===== config.mk =====
export PLATFORM = sky130hd
export DESIGN_NAME = sub_indexed_exec
export DESIGN_NICKNAME = d
export VERILOG_FILES = /design/src/design/sub_exec_pkg.sv /design/src/design/sub_indexed_exec.sv
export VERILOG_INCLUDE_DIRS = /design/src /design/src/design
export SDC_FILE = /design/constraint.sdc
export NUM_CORES = 1
export LEC_CHECK = 0
export ABC_AREA = 1
export BUFFER_PORTS_ARGS = -buffer_cell sky130_fd_sc_hd__buf_2
export CORE_MARGIN = 5
export CORE_UTILIZATION = 45
export CTS_BUF_LIST = sky130_fd_sc_hd__clkbuf_4 sky130_fd_sc_hd__clkbuf_8 sky130_fd_sc_hd__clkbuf_16
export DETAILED_ROUTE_END_ITERATION = 8
export GPL_TIMING_DRIVEN = 0
export PLACE_DENSITY = 0.67
export SLEW_MARGIN = 40
export SYNTH_ARGS = -nofsm -noshare
export SYNTH_HDL_FRONTEND = slang
export SYNTH_SLANG_ARGS = --single-unit

===== constraint.sdc =====
create_clock -name ref_clk_i -period 5.3 [get_ports ref_clk_i]
set_input_delay 0.265 -clock ref_clk_i [delete_from_list [all_inputs] [get_ports ref_clk_i]]
set_output_delay 0.265 -clock ref_clk_i [all_outputs]
set_load 0.02 [all_outputs]

===== src/design/sub_exec_defines.svh =====
`ifndef SUB_EXEC_DEFINES_SVH
`define SUB_EXEC_DEFINES_SVH
`define OP_SUB_W_FROM_LITERAL 8'h08
`define OP_SUB_W_FROM_FILE 6'h17
`define OP_MOVE_OFFSET 8'hEB
`define OP_MOVE_SECOND 4'hF
`define OP_PUSH_LITERAL 8'hEA
`define OP_SUB_FROM_POINTER 8'hE9
`define PTR_FIELD_RETURN 2'h3
`define INDEXED_LIMIT 8'h5F
`define ACCESS_HI_BASE 12'hF00
`define STATUS_RESET 5'h00
`define FLAG_N 4
`define FLAG_OV 3
`define FLAG_Z 2
`define FLAG_DC 1
`define FLAG_C 0
`define INDIRECT_LO 12'hFE1
`endif


===== src/design/sub_exec_pkg.sv =====
package sub_exec_pkg;
  typedef struct packed {
    logic [11:0] addr;
    logic [7:0] data;
    logic we;
    logic re;
  } mem_req_s;
  typedef enum logic [1:0] {ST_IDLE, ST_MOVE_DEST, ST_RET_NOP} exec_state_e;
endpackage


===== src/design/sub_indexed_exec.sv =====
// Operation
// - literal equal to w gives zero, carry and zero set, negative clear.
// - literal below w gives wrapped difference, carry clear, negative from result bit 7.
// - file minus w; destination bit picks w or file register.
// - access bit 0 selects access bank, 1 uses bank select register.
// - access 0 with extended set and address up to 5Fh is frame-indexed.
// - move offset to offset is two words, two cycles, EB then F opcodes.
// - move addresses are frame pointer plus 7-bit offsets; indirect source reads zero, indirect dest is not written.
// - pointer minus unsigned 6-bit literal in one cycle, no flags.
// - pointer field selects pointer 0 to 2, literal ranges 0 to 63.
// - field 11 subtracts from frame pointer and loads pc from stack.
`include "sub_exec_defines.svh"
`timescale 1ns/1ps
`default_nettype none
module sub_indexed_exec
  import sub_exec_pkg::*;
(
  input wire logic ref_clk_i,
  input wire logic rst_n_i,
  input wire logic instr_valid_i,
  input wire logic [15:0] instr_i,
  input wire logic extended_en_i,
  input wire logic [3:0] bank_select_register_i,
  input wire logic [7:0] mem_rdata_i,
  input wire logic [20:0] return_stack_top_i,
  output logic [7:0] w_o,
  output logic [4:0] status_o,
  output logic [11:0] fsr0_o,
  output logic [11:0] fsr1_o,
  output logic [11:0] frame_pointer_o,
  output mem_req_s mem_req_o,
  output logic pc_load_o,
  output logic [20:0] pc_target_o,
  output logic busy_o
);
  logic [7:0] w_ff;
  logic [4:0] status_ff;
  logic [11:0] fsr_ff [3];
  exec_state_e state_ff;
  logic [11:0] src_addr_ff;
  logic pc_load_ff;
  logic [20:0] pc_target_ff;
  mem_req_s req_ff;
  logic [7:0] byte_ff;

  // combinational decode; file operand arrives on mem_rdata_i same cycle
  logic is_sub_w_from_literal, is_sub_w_from_file, is_move, is_push, is_subptr;
  logic [1:0] ptr_sel;
  logic [7:0] opa, diff;
  logic [8:0] wide;
  logic [4:0] nxt_status;
  logic [11:0] file_addr;
  assign is_sub_w_from_literal = instr_i[15:8] == `OP_SUB_W_FROM_LITERAL;
  assign is_sub_w_from_file = instr_i[15:10] == `OP_SUB_W_FROM_FILE;
  assign is_move = instr_i[15:8] == `OP_MOVE_OFFSET;
  assign is_push = instr_i[15:8] == `OP_PUSH_LITERAL;
  assign is_subptr = instr_i[15:8] == `OP_SUB_FROM_POINTER;
  assign ptr_sel = instr_i[7:6];

  always_comb
  begin
    if (!instr_i[8] && extended_en_i && instr_i[7:0] <= `INDEXED_LIMIT)
      file_addr = fsr_ff[2] + {4'h0, instr_i[7:0]};
    else if (!instr_i[8])
      file_addr = (instr_i[7] ? `ACCESS_HI_BASE : 12'h000)
        | {4'h0, instr_i[7:0]};
    else
      file_addr = {bank_select_register_i, instr_i[7:0]};
  end

  // borrow form: carry high means no borrow
  assign opa = is_sub_w_from_literal ? instr_i[7:0] : mem_rdata_i;
  assign wide = {1'b0, opa} + {1'b0, ~w_ff} + 9'h001;
  assign diff = wide[7:0];
  always_comb
  begin
    nxt_status = status_ff;
    nxt_status[`FLAG_C] = wide[8];
    nxt_status[`FLAG_DC] = ({1'b0, opa[3:0]} + {1'b0, ~w_ff[3:0]}
      + 5'h01) > 5'h0F;
    nxt_status[`FLAG_Z] = diff == 8'h00;
    nxt_status[`FLAG_N] = diff[7];
    nxt_status[`FLAG_OV] = (opa[7] != w_ff[7]) && (diff[7] != opa[7]);
  end

  function automatic logic is_indirect(input logic [11:0] a);
    // indirect ports sit at offsets 3 to 7 of every 8-byte group from FE0h upward
    is_indirect = a >= `INDIRECT_LO && a[2:0] >= 3'h3 && a[2:0] <= 3'h7
      && a[7:4] >= 4'hE;
  endfunction

  logic go;
  assign go = instr_valid_i && state_ff == ST_IDLE;

  always_ff @(posedge ref_clk_i)
  begin
    if (!rst_n_i)
      w_ff <= 8'h00;
    else if (go && (is_sub_w_from_literal || (is_sub_w_from_file && !instr_i[9])))
      w_ff <= diff;
  end

  always_ff @(posedge ref_clk_i)
  begin
    if (!rst_n_i)
      status_ff <= `STATUS_RESET;
    else if (go && (is_sub_w_from_literal || is_sub_w_from_file))
      status_ff <= nxt_status;
  end

  always_ff @(posedge ref_clk_i)
  begin
    if (!rst_n_i)
    begin
      fsr_ff[0] <= 12'h000;
      fsr_ff[1] <= 12'h000;
      fsr_ff[2] <= 12'h000;
    end
    else if (go && is_push)
      fsr_ff[2] <= fsr_ff[2] - 12'h001;
    else if (go && is_subptr)
    begin
      if (ptr_sel == `PTR_FIELD_RETURN)
        fsr_ff[2] <= fsr_ff[2] - {6'h00, instr_i[5:0]};
      else
        fsr_ff[ptr_sel] <= fsr_ff[ptr_sel]
          - {6'h00, instr_i[5:0]};
    end
  end

  // move: cycle 1 reads source, cycle 2 takes word 2 and holds the byte; dest write follows a cycle later
  always_ff @(posedge ref_clk_i)
  begin
    if (!rst_n_i)
    begin
      state_ff <= ST_IDLE;
      src_addr_ff <= 12'h000;
      byte_ff <= 8'h00;
    end
    else
    begin
      unique case (state_ff)
        ST_IDLE:
        begin
          if (go && is_move)
          begin
            state_ff <= ST_MOVE_DEST;
            src_addr_ff <= fsr_ff[2] + {5'h00, instr_i[6:0]};
          end
          else if (go && is_subptr && ptr_sel == `PTR_FIELD_RETURN)
            state_ff <= ST_RET_NOP;
        end
        ST_MOVE_DEST:
        begin
          if (instr_valid_i && instr_i[15:12] == `OP_MOVE_SECOND)
            state_ff <= ST_IDLE;
          // source read lands here; indirect source reads as zero
          byte_ff <= is_indirect(src_addr_ff) ? 8'h00
            : mem_rdata_i;
        end
        ST_RET_NOP:
          state_ff <= ST_IDLE;
      endcase
    end
  end

  // memory request registered; move dest write issued one cycle after word 2
  logic move_wr_ff;
  logic [11:0] dst_addr_ff;
  always_ff @(posedge ref_clk_i)
  begin
    if (!rst_n_i)
    begin
      req_ff <= '0;
      move_wr_ff <= 1'b0;
      dst_addr_ff <= 12'h000;
    end
    else
    begin
      req_ff <= '0;
      move_wr_ff <= 1'b0;
      if (go && is_move)
      begin
        req_ff.addr <= fsr_ff[2] + {5'h00, instr_i[6:0]};
        req_ff.re <= 1'b1;
      end
      else if (state_ff == ST_MOVE_DEST && instr_valid_i
        && instr_i[15:12] == `OP_MOVE_SECOND)
      begin
        move_wr_ff <= 1'b1;
        dst_addr_ff <= fsr_ff[2] + {5'h00, instr_i[6:0]};
      end
      else if (go && is_push)
      begin
        req_ff.addr <= fsr_ff[2];
        req_ff.data <= instr_i[7:0];
        req_ff.we <= 1'b1;
      end
      else if (go && is_sub_w_from_file && instr_i[9])
      begin
        req_ff.addr <= file_addr;
        req_ff.data <= diff;
        req_ff.we <= 1'b1;
      end
      if (move_wr_ff)
      begin
        req_ff.addr <= dst_addr_ff;
        req_ff.data <= byte_ff;
        // program counter and stack bytes are assumed never named
        req_ff.we <= !is_indirect(dst_addr_ff);
      end
    end
  end

  always_ff @(posedge ref_clk_i)
  begin
    if (!rst_n_i)
    begin
      pc_load_ff <= 1'b0;
      pc_target_ff <= 21'h0_0000;
    end
    else
    begin
      pc_load_ff <= go && is_subptr && ptr_sel == `PTR_FIELD_RETURN;
      pc_target_ff <= return_stack_top_i;
    end
  end

  assign w_o = w_ff;
  assign status_o = status_ff;
  assign fsr0_o = fsr_ff[0];
  assign fsr1_o = fsr_ff[1];
  assign frame_pointer_o = fsr_ff[2];
  assign mem_req_o = req_ff;
  assign pc_load_o = pc_load_ff;
  assign pc_target_o = pc_target_ff;
  assign busy_o = state_ff != ST_IDLE || move_wr_ff;
endmodule
`default_nettype wire


==> metrics.txt <==
status finished clean; Final Critical Period 3.56 ns; EDFF count, synth 48; row count 48; async set or reset register ratio after synthesis 0%; clk sink count 138; RSZ-0062 raised after global routing false; Root Driver clkbuf_16; Post-CTS Hold Buffers 0; Max transition margin 48.8%; fillers 1718; drt wl/cell 15.8 um; hold_ws 0.0175 ns; Residual DRC 0; Crit path largest cell delay 0.46 ns; initial core utilization 45.4%; Worst-Skew Late Latency 0.43 ns; crit-path cells inv_1, ha_1, nand2_1, nor3_4, nand2_1, nor2_1, nand2_1, fa_1, nand3_1, nand2_1, nand3_1, nand2_1, nor2_1, inv_1, o21ai_0, nand3_1, nand2_1, nor2_1; Ys Warns 0; initial antenna violation count 0; DR pass1 iterations 5; vias in the first global route 7249; PostCTS Resize Cnt 0; final setup vio count 0; period utilization 67.1%; post-route core utilization 54.8%; CTS tree done; TritonCTS Buffers 17; first-pass GRT wire length 37100 um; Die W 142 um; Slew @ Worst Pin 0.768 ns; area share of xor/xnor cells in the synthesized design 2.47%; gr busiest metal met2; routed vias 7662; max-cap viol count 0; die area 20100 um^2; clock-pin slew on the worst setup and hold paths 0.06 ns; Setup CP Type register to register; final worst setup slack 1.74 ns; synthesized area 7800 um^2; I/O Buffers 146; instance count of the mapped netlist 1065; pre-CTS WS 1.54 ns; FMAX 0.281 GHz; largest net degree at the start of global routing 17; DPL Wire Length 18100 um; kind of cell adding the most delay to the critical path simple AND/OR/NAND/NOR gates; M1 GR Usage 31.4%; Netlist cell types 48; Critical Path AT 3.74 ns; Area contributors post-synth dfxtp_1, edfxtp_1, nand2_1, inv_1, o21ai_0; top cell type's share of synthesized area 23.1%; final wirelength 23400 um; IO Count 147; crit path launch type register; pwr dens 297 nW/um^2; Detailed Route Iter0 Violations 658; most common cell in the netlist nand2_1; fin nets 1329; Compound-Gate Fraction of Synth Area 14.1%; # diodes 0; postcts setup bufs 0; Synth Area in Simple Gates 25.8%; WP buf/inv 2; slowest stage cell, crit path fa_1; layout cell share with drive strength beyond 1 17.8%; most used cell, CP nand2_1; H-tree depth 4; Hold WC Path Type input pin to register; multiplexer share of the synthesized area 0.289%; deepest clock path buffer count 2; post-synthesis adder-cell area fraction 6.00%; drt via density 5.18; maximum VDD drop 223 uV; M2 GR Usage 38.1%; met3 global-route usage 4.99%; worst-path fanout max 7; GPL Wtd Cong 0.931; main combinational cell family by area after synthesis simple AND/OR/NAND/NOR gates; crit path capture type register; Commonest cells post-synth nand2_1, inv_1, nor2_1; Yosys reg bits 138; Core Box Area 17200 um^2; GRT Residual Overflow 0; Layout Skew 0.00822 ns; sequential share of the synthesized area 41.6%; ys flop type dfxtp_1; fin. max-slew vios 0; endpoints failing hold 0; Synth Area per Inst 7.32 um^2; CP required 5.48 ns; total track usage 23.5%; Die Ht 142 um; antenna-violating nets left 0; setup_tns 0 ns; area leader, netlist dfxtp_1; P&R area growth vs syn 20.7%; leak pwr 4.80 nW
-- layer usage --
metal | wire, um | up-vias
met3 | 1870 | 43
met2 | 10700 | 301
met5 | 0 | -
li1 | - | 3789
met4 | 536 | 0
met1 | 10200 | 3529
-- worst min-delay path, delay by kind of cell --
kind          cells  cell delay (ns)
simple gates      1             0.04
buf+inv           2             0.11
-- cell usage in the layout, fill, tap and decap left out, drive strengths merged --
| cell | n |
|---|---|
| clkbuf | 39 |
| a21o | 2 |
| or3 | 1 |
| ha | 31 |
| a211oi | 3 |
| fa | 4 |
| a32oi | 1 |
| conb | 12 |
| nor2 | 108 |
| o21bai | 1 |
| dfxtp | 90 |
| nand3 | 63 |
| mux2i | 1 |
| bufinv | 1 |
| a31oi | 4 |
| nor3b | 1 |
| nand4 | 10 |
| nand2 | 269 |
| nand3b | 2 |
| o31ai | 1 |
| a22oi | 1 |
| clkinv | 7 |
| nor3 | 8 |
| edfxtp | 48 |
| o22ai | 4 |
| xor2 | 15 |
| a21oi | 90 |
| xnor2 | 7 |
| nor4 | 1 |
| clkinvlp | 2 |
| or2 | 3 |
| o21ai | 92 |
| inv | 160 |
| o211ai | 9 |
| buf | 163 |
-- cell type report --
cell class | count | area (um^2) | share of cell area (%)
sequential | 138 | 3240 | 34.5
timing repair buffer | 146 | 731 | 7.76
tap | 225 | 282 | 2.99
multi-input combinational | 744 | 3840 | 40.8
buffer | 37 | 169 | 1.79
clock inverter | 13 | 116 | 1.24
inverter | 157 | 589 | 6.26
clock buffer | 19 | 447 | 4.75
-- where the power goes --
part           total, mW  internal (mW)  leakage (nW)  switching [mW]
combinational      0.466          0.153          3.30           0.314
clock               1.15          0.666         0.278           0.485
sequential          1.18           1.15          1.22          0.0295
-- stage by stage --
stage               total power [mW]  std cells  area, um^2
floorplan                       1.52       1076        7840
global placement                1.66       1447        8850
detailed placement              1.66       1447        8850
CTS                             2.81       1479        9410
global route                    2.94       1479        9410
finish                          2.80       1479        9410
-- kinds of logic (layout without fill, tap and decap cells) --
kind of cell | after synthesis | in the layout
buffers and inverters | 194 | 372
XOR/XNOR | 22 | 22
multiplexers | 1 | 1
AO/OA/AOI/OAI | 208 | 208
AND/OR/NAND/NOR | 466 | 466
other | 1 | 12
adder cells (fa/ha/maj) | 35 | 35
flip-flops | 138 | 138
-- sequential cells by signal, summed over array words and instances, names as in the netlist, 5 cells and up --
name         count
dst_addr_ff     12
w_o              8
status_o         5
pc_target_o     21
byte_ff          8
mem_req_o       22
fsr_ff          48
src_addr_ff     10
-- final timing paths --
check	start	to	slack, ns	cells past startpoint
worst max-delay path	state_ff[1]	fsr_ff[2][8]	1.74	18
worst min-delay path	return_stack_top_i[20]	pc_target_o[20]	0.02	3
worst max register to register	state_ff[1]	fsr_ff[2][8]	1.74	18
worst min register to register	byte_ff[2]	mem_req_o[4]	0.46	2
(Power assumes the default switching activity.)
